`config.mk`:
```
export PLATFORM = sky130hd
export DESIGN_NAME = spisf_core
export DESIGN_NICKNAME = d
export VERILOG_FILES = /design/src/rtl/spisf_pkg.sv /design/src/rtl/spisf_core.sv
export SDC_FILE = /design/constraint.sdc
export NUM_CORES = 1
export LEC_CHECK = 0
export BUFFER_PORTS_ARGS = -buffer_cell sky130_fd_sc_hd__buf_2
export CORE_ASPECT_RATIO = 2
export CORE_MARGIN = 10
export CORE_UTILIZATION = 30
export CTS_CLUSTER_DIAMETER = 120
export DETAILED_ROUTE_END_ITERATION = 12
export PLACE_DENSITY = 0.52
export SETUP_SLACK_MARGIN = 0.4
export SLEW_MARGIN = 20
export SYNTH_ARGS = -nofsm -noshare
export SYNTH_HDL_FRONTEND = slang
export SYNTH_SLANG_ARGS = --single-unit
export TNS_END_PERCENT = 100
```
`constraint.sdc`:
```
create_clock -name MCLK -period 3.6 [get_ports MCLK]
set_input_delay 0.72 -clock MCLK [delete_from_list [all_inputs] [get_ports MCLK]]
set_output_delay 0.72 -clock MCLK [all_outputs]
set_load 0.005 [all_outputs]
```
`src/rtl/spisf_pkg.sv`:
```
// Constants shared by the serial port flag and data block.
// Assumes a 32-bit APB master and a peripheral clock of 125 MHz.
package spisf_pkg;
   // Printed offsets are indices; byte address is four times the index
   localparam logic [7:0] SPISF_IDX_CTRL = 8'h00;
   localparam logic [7:0] SPISF_IDX_MODE = 8'h01;
   localparam logic [7:0] SPISF_IDX_IRQEN = 8'h02;
   localparam logic [7:0] SPISF_IDX_FLAGS = 8'h03;
   localparam logic [7:0] SPISF_IDX_DATA = 8'h04;
   localparam int SPISF_ADDR_W = 12;
   // Control fields
   localparam int SPISF_B_ENABLE = 0;
   localparam int SPISF_B_MASTER = 5;
   localparam int SPISF_B_SELDIS = 2;
   localparam int SPISF_B_BUFFERED_MODE_ENABLE = 7;
   localparam int SPISF_B_BUFWR = 6;
   // Interrupt enables
   localparam int SPISF_B_RXIE = 7;
   localparam int SPISF_B_TXIE = 6;
   localparam int SPISF_B_TX_EMPTY_IRQ_ENABLE = 5;
   localparam int SPISF_B_SELECT_TRIGGER_IRQ_ENABLE = 4;
   localparam int SPISF_B_IE = 0;
   // Flag positions
   localparam int SPISF_F_RX = 7;
   localparam int SPISF_F_TX = 6;
   localparam int SPISF_F_DRE = 5;
   localparam int SPISF_F_SS = 4;
   localparam int SPISF_F_OVF = 0;
   localparam logic [7:0] SPISF_RST_BYTE = 8'h00;
   localparam int SPISF_FIFO_DEPTH = 2;
   localparam logic [3:0] SPISF_BITS = 4'h8;
   // Serial clock half period in master mode: 40 ns
   localparam int SPISF_CLK_MHZ = 125;
   localparam int SPISF_HALF_NS = 40;
   localparam int SPISF_HALF_CYC = (SPISF_HALF_NS * SPISF_CLK_MHZ + 999) / 1000;
   typedef enum logic [2:0] {
      SPISF_IDLE = 3'b001,
      SPISF_LEAD = 3'b010,
      SPISF_TRAIL = 3'b100
   } spisf_state_t;
endpackage : spisf_pkg

```
`src/rtl/spisf_core.sv`:
```
// Holds the APB slave, flags, two-deep receive FIFO and a mode-0 MSB-first shifter.
// Assumes pin inputs are asynchronous to MCLK; vector acknowledge is a one-cycle pulse.
`timescale 1ns/1ps
module spisf_core (
   input wire logic MCLK, // Peripheral clock
   input wire logic SYS_RST, // Async reset, active high
   input wire logic PSEL, // APB select
   input wire logic PENABLE, // APB access phase
   input wire logic PWRITE, // APB direction
   input wire logic [spisf_pkg::SPISF_ADDR_W-1:0] PADDR, // APB byte address
   input wire logic [31:0] PWDATA, // APB write data
   output logic [31:0] PRDATA, // APB read data
   output logic PREADY, // APB ready
   output logic PSLVERR, // APB error on unmapped address
   input wire logic IRQ_ACK, // Vector executed pulse
   output logic IRQ, // Interrupt request
   input wire logic SCK_IN, // Serial clock from a master peer
   output logic SCK_OUT, // Serial clock when master
   input wire logic MISO_IN, // Serial data in, master
   input wire logic MOSI_IN, // Serial data in, slave
   output logic SDO, // Serial data out
   input wire logic SS_N // Slave select input, active low
);
   import spisf_pkg::*;

   logic [7:0] ctrl, mode, irqen;
   logic rx_ready_flag, tx_drained_flag, tx_buffer_empty_flag, select_trigger_flag;
   logic receive_overrun_flag, xfer_done_flag, write_collision_flag;
   logic [7:0] fifo [SPISF_FIFO_DEPTH];
   logic [1:0] fifo_cnt;
   logic [7:0] tx_buf, shreg;
   logic [3:0] bit_cnt;
   logic [7:0] half_cnt;
   logic ovf_pend, flag_read_armed;
   spisf_state_t state;
   logic [1:0] sck_s, mosi_s, miso_s, ss_s;
   logic sck_d;

   // Two flops on every pin input
   always_ff @(posedge MCLK or posedge SYS_RST) begin
      if (SYS_RST) begin
         sck_s <= 2'h0;
         mosi_s <= 2'h0;
         miso_s <= 2'h0;
         ss_s <= 2'h3;
         sck_d <= 1'b0;
      end else begin
         sck_s <= {sck_s[0], SCK_IN};
         mosi_s <= {mosi_s[0], MOSI_IN};
         miso_s <= {miso_s[0], MISO_IN};
         ss_s <= {ss_s[0], SS_N};
         sck_d <= sck_s[1];
      end
   end

   wire enabled = ctrl[SPISF_B_ENABLE];
   wire is_master = ctrl[SPISF_B_MASTER];
   wire buffered_mode_enable = mode[SPISF_B_BUFFERED_MODE_ENABLE];
   wire ss_low = ~ss_s[1];
   wire sel_fault = enabled && is_master && ss_low && !mode[SPISF_B_SELDIS];

   wire [7:0] widx = PADDR[9:2];
   wire mapped = (PADDR[1:0] == 2'h0) && (PADDR[SPISF_ADDR_W-1:10] == '0)
      && (widx <= SPISF_IDX_DATA);
   wire acc = PSEL && PENABLE;
   wire wr = acc && PWRITE && mapped;
   wire rd = acc && !PWRITE && mapped;
   wire wr_flags = wr && (widx == SPISF_IDX_FLAGS);
   wire rd_flags = rd && (widx == SPISF_IDX_FLAGS);
   wire wr_data = wr && (widx == SPISF_IDX_DATA);
   wire rd_data = rd && (widx == SPISF_IDX_DATA);
   wire acc_data = wr_data || rd_data;

   // Shifter events
   wire busy = (state != SPISF_IDLE);
   // A slave frame ends when its select rises, so a cut frame never leaves the shifter busy
   wire frame_cut = !is_master && !ss_low;
   wire s_rise = sck_s[1] && !sck_d;
   wire s_fall = !sck_s[1] && sck_d;
   wire half_tick = (half_cnt == 8'(SPISF_HALF_CYC - 1));
   wire m_lead = is_master && half_tick && state == SPISF_LEAD;
   wire m_trail = is_master && half_tick && state == SPISF_TRAIL;
   wire sample = is_master ? m_lead : (busy && s_rise && ss_low);
   wire shift = is_master ? m_trail : (busy && s_fall && ss_low);
   wire last_bit = (bit_cnt == SPISF_BITS - 4'h1);
   wire byte_done = shift && last_bit;
   wire tx_queued = buffered_mode_enable && !tx_buffer_empty_flag;
   wire plain_start = wr_data && !busy && !buffered_mode_enable;
   wire buf_start = !busy && tx_queued && (is_master || ss_low);
   wire slave_start = !busy && !is_master && enabled && ss_low && !tx_queued;
   wire start = enabled && (plain_start || buf_start || slave_start);
   wire reload = byte_done && tx_queued;
   wire push = byte_done;
   wire pop = rd_data && fifo_cnt != 2'h0;
   wire fifo_full = (fifo_cnt == 2'(SPISF_FIFO_DEPTH));
   wire idle_take = (state == SPISF_IDLE) && start && tx_queued;

   always_ff @(posedge MCLK or posedge SYS_RST) begin
      if (SYS_RST) begin
         state <= SPISF_IDLE;
         bit_cnt <= 4'h0;
         half_cnt <= 8'h00;
         shreg <= SPISF_RST_BYTE;
      end else begin
         half_cnt <= (busy && is_master && !half_tick) ? half_cnt + 8'h01 : 8'h00;
         unique case (state)
            SPISF_IDLE: begin
               if (start) begin
                  state <= SPISF_LEAD;
                  bit_cnt <= 4'h0;
                  shreg <= plain_start ? PWDATA[7:0] : (tx_queued ? tx_buf : shreg);
               end
            end
            SPISF_LEAD: begin
               if (sel_fault || !enabled || frame_cut) state <= SPISF_IDLE;
               else if (sample) begin
                  shreg <= {shreg[6:0], is_master ? miso_s[1] : mosi_s[1]};
                  state <= SPISF_TRAIL;
               end
            end
            SPISF_TRAIL: begin
               if (!enabled || frame_cut) state <= SPISF_IDLE;
               else if (shift) begin
                  bit_cnt <= bit_cnt + 4'h1;
                  state <= SPISF_LEAD;
                  if (last_bit) begin
                     state <= reload ? SPISF_LEAD : SPISF_IDLE;
                     bit_cnt <= 4'h0;
                     if (reload) shreg <= tx_buf;
                  end
               end
            end
         endcase
      end
   end

   // MSB first, data changes on the trailing edge of SCK
   always_ff @(posedge MCLK or posedge SYS_RST) begin
      if (SYS_RST) begin
         SDO <= 1'b0;
         SCK_OUT <= 1'b0;
      end else begin
         // Shifter advances at the sample point; hold the bit until SCK has fallen
         if (state != SPISF_TRAIL) SDO <= shreg[7];
         SCK_OUT <= is_master && state == SPISF_TRAIL;
      end
   end

   // Control registers; master bit drops on select fault
   always_ff @(posedge MCLK or posedge SYS_RST) begin
      if (SYS_RST) begin
         ctrl <= SPISF_RST_BYTE;
         mode <= SPISF_RST_BYTE;
         irqen <= SPISF_RST_BYTE;
      end else begin
         if (wr && widx == SPISF_IDX_CTRL) ctrl <= PWDATA[7:0];
         if (wr && widx == SPISF_IDX_MODE) mode <= PWDATA[7:0];
         if (wr && widx == SPISF_IDX_IRQEN) irqen <= PWDATA[7:0];
         if (sel_fault) ctrl[SPISF_B_MASTER] <= 1'b0;
      end
   end

   // Transmit buffer, buffered mode only
   always_ff @(posedge MCLK or posedge SYS_RST) begin
      if (SYS_RST) begin
         tx_buf <= SPISF_RST_BYTE;
         tx_buffer_empty_flag <= 1'b1;
      end else begin
         if ((idle_take || reload) && !(wr_data && buffered_mode_enable)) tx_buffer_empty_flag <= 1'b1;
         if (wr_data && buffered_mode_enable) begin
            tx_buf <= PWDATA[7:0];
            tx_buffer_empty_flag <= 1'b0;
         end
      end
   end

   // Receive FIFO, oldest at index 0
   always_ff @(posedge MCLK or posedge SYS_RST) begin
      if (SYS_RST) begin
         fifo_cnt <= 2'h0;
         for (int i = 0; i < SPISF_FIFO_DEPTH; i++) fifo[i] <= SPISF_RST_BYTE;
      end else begin
         if (pop) begin
            fifo[0] <= fifo[1];
         end
         if (push && !(fifo_full && !pop)) begin
            if (pop) fifo[fifo_cnt[1]] <= shreg;
            else fifo[fifo_cnt[0]] <= shreg;
         end
         if (push && !pop && !fifo_full) fifo_cnt <= fifo_cnt + 2'h1;
         else if (pop && !push) fifo_cnt <= fifo_cnt - 2'h1;
      end
   end

   // Buffered flags, set in buffered mode only, plus the overrun flag, set in either mode; hardware set wins over a write-one or data-read clear
   always_ff @(posedge MCLK or posedge SYS_RST) begin
      if (SYS_RST) begin
         tx_drained_flag <= 1'b0;
         select_trigger_flag <= 1'b0;
         receive_overrun_flag <= 1'b0;
         ovf_pend <= 1'b0;
      end else begin
         if (wr_flags && PWDATA[SPISF_F_TX]) tx_drained_flag <= 1'b0;
         if (buffered_mode_enable && byte_done && !tx_queued) tx_drained_flag <= 1'b1;
         if (wr_flags && PWDATA[SPISF_F_SS]) select_trigger_flag <= 1'b0;
         if (buffered_mode_enable && sel_fault) select_trigger_flag <= 1'b1;
         if (rd_data) begin
            receive_overrun_flag <= 1'b0;
            ovf_pend <= 1'b0;
         end
         if (push && fifo_full && !pop) begin
            if (tx_queued) receive_overrun_flag <= 1'b1;
            else ovf_pend <= 1'b1;
         end
         if (ovf_pend && start) begin
            receive_overrun_flag <= 1'b1;
            ovf_pend <= 1'b0;
         end
      end
   end

   // Plain flags: read flags with flag set, then a data access clears
   always_ff @(posedge MCLK or posedge SYS_RST) begin
      if (SYS_RST) begin
         xfer_done_flag <= 1'b0;
         write_collision_flag <= 1'b0;
         flag_read_armed <= 1'b0;
      end else begin
         if (rd_flags) flag_read_armed <= xfer_done_flag || write_collision_flag;
         else if (acc_data) flag_read_armed <= 1'b0;
         if ((acc_data && flag_read_armed) || IRQ_ACK) xfer_done_flag <= 1'b0;
         if (acc_data && flag_read_armed) write_collision_flag <= 1'b0;
         if (!buffered_mode_enable && (byte_done || sel_fault)) xfer_done_flag <= 1'b1;
         if (!buffered_mode_enable && wr_data && busy) write_collision_flag <= 1'b1;
      end
   end

   assign rx_ready_flag = buffered_mode_enable && fifo_cnt != 2'h0;

   logic [7:0] flags_view;
   always_comb begin
      flags_view = 8'h00;
      if (buffered_mode_enable) begin
         flags_view[SPISF_F_RX] = rx_ready_flag;
         flags_view[SPISF_F_TX] = tx_drained_flag;
         flags_view[SPISF_F_DRE] = tx_buffer_empty_flag;
         flags_view[SPISF_F_SS] = select_trigger_flag;
      end else begin
         flags_view[SPISF_F_RX] = xfer_done_flag;
         flags_view[SPISF_F_TX] = write_collision_flag;
      end
      flags_view[SPISF_F_OVF] = receive_overrun_flag;
   end

   // Interrupt request from enabled flags in the current mode
   always_ff @(posedge MCLK or posedge SYS_RST) begin
      if (SYS_RST) IRQ <= 1'b0;
      else if (buffered_mode_enable)
         IRQ <= (rx_ready_flag && irqen[SPISF_B_RXIE]) || (tx_drained_flag && irqen[SPISF_B_TXIE])
            || (tx_buffer_empty_flag && irqen[SPISF_B_TX_EMPTY_IRQ_ENABLE])
            || (select_trigger_flag && irqen[SPISF_B_SELECT_TRIGGER_IRQ_ENABLE]);
      else IRQ <= xfer_done_flag && irqen[SPISF_B_IE];
   end

   // APB: zero wait state, read data registered in setup phase
   assign PREADY = 1'b1;
   assign PSLVERR = acc && !mapped;
   always_ff @(posedge MCLK or posedge SYS_RST) begin
      if (SYS_RST) PRDATA <= 32'h0000_0000;
      else if (PSEL && !PENABLE && !PWRITE) begin
         unique case (widx)
            SPISF_IDX_CTRL: PRDATA <= {24'h000000, ctrl};
            SPISF_IDX_MODE: PRDATA <= {24'h000000, mode};
            SPISF_IDX_IRQEN: PRDATA <= {24'h000000, irqen};
            SPISF_IDX_FLAGS: PRDATA <= {24'h000000, flags_view};
            SPISF_IDX_DATA: PRDATA <= {24'h000000, fifo[0]};
            default: PRDATA <= 32'h0000_0000;
         endcase
      end
   end
endmodule : spisf_core

```
==> flow_summary.json, run 1 <==
{
  "cts_hold_buf": 0,
  "place_inst": 733,
  "grt_pass1_vias": 4252,
  "rr_startpoint": "ctrl[5]$_DFFE_PP0P_",
  "core_area_um2": 16850,
  "hold_path.class": "reg -> reg",
  "detailed_place_hpwl_um": 11370,
  "synth-seq-cells": 101,
  "fin_crit_ns": 2.694,
  "cts_resized": 0,
  "antenna_left": 0,
  "clock.fmax_ghz": 0.3713,
  "synth_common_cells": "dfrtp_1, mux2_2, nor2_1, nand2_1, a21oi_1",
  "synth_top_family_by_area": "simple AND/OR/NAND/NOR gates",
  "synth_top_area_share": 0.4694,
  "status": "completed",
  "grt_pass1_wl_um": 23250,
  "numPortBuffers": 41,
  "seq_area_frac_synth": 0.4897,
  "end_kind": "register",
  "async_flop_share": 1.000,
  "fill_cells": 1698,
  "cap_viol_max_count": 0,
  "die_y_um": 205.7,
  "start_kind": "input port",
  "cts.sink_count": 101,
  "worstReg2RegEnd": "fifo[8]$_DFF_PP0_",
  "cts_buffers": 9,
  "yosys-top-cells-area": "dfrtp_1, mux2_2, buf_4, mux2i_1, a21oi_1",
  "die_w_um": 112.8,
  "postSynthCellCount": 490,
  "yosysMostFrequentCell": "dfrtp_1",
  "timing_worst_setup_path_type": "in -> reg",
  "slew-limit-headroom": 0.4679,
  "multi_input_area_um2": 2396,
  "first_pass_iters": 4,
  "rows": 67,
  "area_delta_synth_final_pct": 13.26,
  "busiest_layer": "met2",
  "synth_compound_area_frac": 0.1326,
  "cts_buffer_depth": 2,
  "min_to": "mosi_s[1]$_DFF_PP0_",
  "htreeDepth": 3,
  "grt_util_met3": 0.02683,
  "finalSetupViolations": 0,
  "instances_no_fill": 748,
  "gp_congestion": 0.8687,
  "tightest_slew_ns": 0.7981,
  "finClkSkew_ns": 0.01054,
  "grt_remaining_overflow": 0,
  "worstPathArrival_ns": 2.93,
  "antennaDiodeCount": 0,
  "cts_tree": "built",
  "yosysTopAreaCell": "dfrtp_1",
  "viasPerCell": 5.227,
  "yosysUniqueCellTypes": 61,
  "wl_per_cell_um": 19.80,
  "wirelength_um": 14810,
  "fin_crit_sh": 0.7482,
  "avgSynthCellArea_um2": 10.55,
  "pin_count": 91,
  "synth_edf_count": 0,
  "hold_viol_final": 0,
  "synthXorXnorAreaFrac": 0.01016,
  "synth_flop_cell": "dfrtp_1",
  "synth_adder_area_share": 0.007259,
  "grt_use_met2": 0.2417,
  "start_util": 0.3069,
  "final.setup.tns_ns": 0,
  "min_path_cells": 0,
  "nets": 594,
  "r2r_slack_ns": 1.12,
  "netlist_area_um2": 5171,
  "slew_violations": 0,
  "clock_latency_ns": 0.36,
  "post_cts_buffers": 0,
  "crit_fanout": 9,
  "drtIter0Drc": 170,
  "min_from": "mosi_s[0]$_DFF_PP0_",
  "required_ns": 3.84,
  "drc": 0,
  "layout-drive-gt1-share": 0.2495,
  "yosys-mux-area-fraction": 0.1232,
  "grtUsageTotal": 0.1294,
  "r2r_cells": 6,
  "vias": 3910,
  "use_met1": 0.1226,
  "pwr_density_cell_nw_per_um2": 379.3,
  "vdd_drop_max_uv": 219.4,
  "synthSimpleGateAreaFrac": 0.1720,
  "grt_max_degree": 60,
  "cts.clk_slew.worst_paths_ns": 0.07,
  "antenna_found_initial": 1,
  "cts_root_buffer": "clkbuf_16",
  "register_area_um2": 2532,
  "yosys_warnings": 0,
  "grt_setup_unrepaired": "false",
  "p_leak_nw": 2.634,
  "die_area_um2": 23210
}
report_power, final:
group | total (mW) | switching, mW | internal, mW
logic | 0.102 | 0.0712 | 0.0304
registers | 1.15 | 0.00653 | 1.15
clock network | 0.966 | 0.431 | 0.535
worst max-delay path, cell delays in order:
cell    delay [ns]
buf_2         0.10
nor4_1        0.54
and4_1        0.32
and3_1        0.33
and3_1        0.53
mux2_2        0.39
metal layers:
metal  routed length, µm  vias up
li1                    -     1803
met1                5238     1973
met2                8236       97
met3                 624       35
met4                 700        2
met5                   7        -
through the flow:
stage / setup slack, ns / util / power (mW) / area [µm²] / hold WS (ns)
3_3_place_gp: 0.5062 / 0.3305 / 1.278 / 5569 / 0.3367
3_5_place_dp: 0.4985 / 0.3305 / 1.280 / 5569 / 0.3381
6_report: 0.9065 / 0.3476 / 2.221 / 5857 / 0.3482
2_1_floorplan: 0.8119 / - / 1.241 / 5261 / 0.3312
4_1_cts: 0.8785 / 0.3476 / 2.253 / 5857 / 0.3525
5_1_grt: 0.6370 / 0.3476 / 2.309 / 5857 / 0.3542
state kept, by name, indices dropped and copies added (netlist names), 2 cells and up, named ones only:
name,cells
PRDATA,8
ctrl,8
fifo,8
half_cnt,8
irqen,8
mode,8
shreg,8
tx_buf,8
bit_cnt,4
state,3
fifo_cnt,2
miso_s,2
mosi_s,2
sck_s,2
ss_s,2
cell usage in the layout (no fill, tap or decap), types with 9 or more instances in the layout:
cell type	netlist	routed
conb_1	2	25
mux2i_1	16	16
o21ai_0	19	19
nand2_1	34	34
buf_2	5	41
a21oi_1	31	31
mux2_2	41	41
and3_1	9	9
a22o_1	9	9
nor2_1	40	40
nor3_1	11	11
nand3_1	16	16
clkbuf_16	0	9
buf_4	27	15
and2_1	11	11
inv_1	16	15
dfrtp_1	97	97
logic make-up after synthesis:
kind of cell | Yosys count
flops | 101
xor+xnor | 6
compound gates | 100
buf+inv | 59
mux | 58
other cells | 2
simple gates | 161
fa+ha+maj | 3
worst max-delay path by stage:
stage | endpoint | cells past startpoint | slack, ns | start
3_5_place_dp | register | 7 | 0.50 | PADDR[1]
6_report | tx_buf[6]$_DFFE_PP0P_ | 6 | 0.91 | PADDR[1]
4_1_cts | tx_buf[0]$_DFFE_PP0P_ | 6 | 0.88 | PADDR[1]
2_1_floorplan | irqen[0]$_DFFE_PP0P_ | 7 | 0.81 | PADDR[8]
5_1_grt | register | 7 | 0.64 | PADDR[1]
3_3_place_gp | register | 7 | 0.51 | PADDR[1]
layout make-up:
cell class | instances | area share
sequential | 101 | 0.4324
multi-input combinational | 353 | 0.4091
timing repair buffer | 56 | 0.05426
tap | 207 | 0.04422
clock buffer | 9 | 0.03845
inverter | 16 | 0.01090
clock inverter | 6 | 0.01068
Power figures use the tool's default switching activity.
==> run 2, diff against run 1 <==
Clock period 3.6 ns to 2.8 ns, I/O delays scaled along.
==> flow_summary.json, run 2 (synthesis gave the netlist of run 1 again) <==
{
  "numPortBuffers": 41,
  "grt_pass1_wl_um": 22560,
  "fill_cells": 1721,
  "die_area_um2": 23210,
  "nets": 601,
  "antenna_left": 0,
  "cts.sink_count": 101,
  "layout-drive-gt1-share": 0.2696,
  "end_kind": "register",
  "cap_viol_max_count": 0,
  "gp_congestion": 0.8194,
  "tightest_slew_ns": 0.7298,
  "finalSetupViolations": 0,
  "switchingPower_mw": 0.6355,
  "fin_crit_ns": 2.349,
  "cts_root_buffer": "clkbuf_16",
  "antenna_found_initial": 1,
  "worstPathArrival_ns": 2.58,
  "status": "completed",
  "layout_commonest_cell": "dfrtp_1",
  "grt_max_degree": 102,
  "area_delta_synth_final_pct": 16.57,
  "hold_viol_final": 0,
  "cts_hold_buf": 0,
  "p_int_mw": 2.330,
  "drc": 0,
  "cts_tree": "built",
  "detailed_place_hpwl_um": 10910,
  "hold_path.class": "in -> reg",
  "core_area_um2": 16850,
  "vias": 3869,
  "setup_slack_ns": 0.4512,
  "start_kind": "register",
  "cts.clk_slew.worst_paths_ns": 0.07,
  "grt_setup_unrepaired": "false",
  "rows": 67,
  "wirelength_um": 14180,
  "p_comb_frac": 0.046,
  "wl_per_cell_um": 18.73,
  "die_w_um": 112.8,
  "slew-limit-headroom": 0.5102,
  "grtUsageTotal": 0.1242,
  "htreeDepth": 3,
  "cts_buffer_depth": 2,
  "final_cell_area_um2": 6028,
  "viasPerCell": 5.111,
  "swShare": 0.2143,
  "vdd_drop_max_uv": 211.4,
  "p_leak_nw": 2.713,
  "clock_latency_ns": 0.35,
  "pin_count": 91,
  "crit_fanout": 8,
  "clkPwrFrac": 0.454,
  "start_util": 0.3069,
  "place_ws_ns": 0.1304,
  "required_ns": 3.04,
  "timing_worst_setup_path_type": "reg -> reg",
  "final_cell_mix": "dfrtp_1, buf_2, nor2_1",
  "placed_area_um2": 5680,
  "pwr_density_cell_nw_per_um2": 491.9,
  "slew_violations": 0,
  "final.setup.tns_ns": 0,
  "drtIter0Drc": 247,
  "clock.fmax_ghz": 0.4258,
  "cts_buffers": 9,
  "whs_ns": 0.3103,
  "grt_remaining_overflow": 0,
  "die_y_um": 205.7,
  "fin_crit_sh": 0.8388,
  "seqPwrFrac": 0.500,
  "first_pass_iters": 4,
  "grt_pass1_vias": 4150,
  "finClkSkew_ns": 0.007272
}
[run 2: metrics by stage]
stage	total power, mW	std cells	utilization
finish	2.965	757	0.3578
global route	3.081	757	0.3578
CTS	3.013	756	0.3563
detailed placement	1.651	740	0.3371
global placement	1.647	740	0.3371
floorplan	1.597	513	-
[run 2: layout make-up]
type                    instances  area, µm²  share of cell area
diodes                          1      2.502           0.0004151
multi-input cells             353       2469              0.4095
repair buffers                 63      382.9             0.06351
flip-flops and latches        101       2532              0.4201
inverters                      16      63.81             0.01059
clock inverters                 3      68.82             0.01142
well taps                     207      259.0             0.04296
clock buffers                  13      250.2             0.04151
[run 2: worst paths after layout]
path / start / endpoint / slack, ns / depth (start not counted)
min: SS_N / ss_s[0]$_DFF_PP1_ / 0.31 / 1
min reg2reg: sck_s[0]$_DFF_PP0_ / sck_s[1]$_DFF_PP0_ / 0.35 / 0
min in group asynchronous: SYS_RST / half_cnt[0]$_DFF_PP0_ / 0.33 / 3
max: state[0]$_DFFE_PP1P_ / shreg[0]$_DFFE_PP0P_ / 0.45 / 5
max reg2reg: state[0]$_DFFE_PP1P_ / shreg[0]$_DFFE_PP0P_ / 0.45 / 5
max in group asynchronous: SYS_RST / write_collision_flag$_DFFE_PP0P_ / 2.01 / 3
[run 2: power by group through the flow]
stage | logic [mW] | registers (mW) | clock network [mW]
4_1_cts | 0.139 | 1.48 | 1.39
3_5_place_dp | 0.139 | 1.51 | 0
6_report | 0.136 | 1.48 | 1.35
5_1_grt | 0.155 | 1.48 | 1.44
2_1_floorplan | 0.0859 | 1.51 | 0
3_3_place_gp | 0.136 | 1.51 | 0
[run 2: critical path, cell delays in order (launching register included)]
cell	delay, ns
dfstp_2	0.56
nor3b_1	0.50
and4_1	0.41
nor2_1	0.18
a221o_1	0.33
mux2_4	0.26
[run 2: layer usage]
layer / global-route usage / wire length, µm / up-vias
met3: 0.02625 / 615 / 26
li1: - / - / 1823
met5: 0 / 0 / -
met1: 0.1211 / 5083 / 1930
met4: 0.08333 / 676 / 0
met2: 0.2275 / 7801 / 90
[run 2: what timing repair did]
| item | CTS | global route |
|---|---|---|
| gates cloned | 0 | 0 |
| setup endpoints to repair | 8 | 25 |
| pin swaps | 0 | 1 |
| buffers inserted | 0 | 0 |
| gates resized for setup | 2 | 4 |
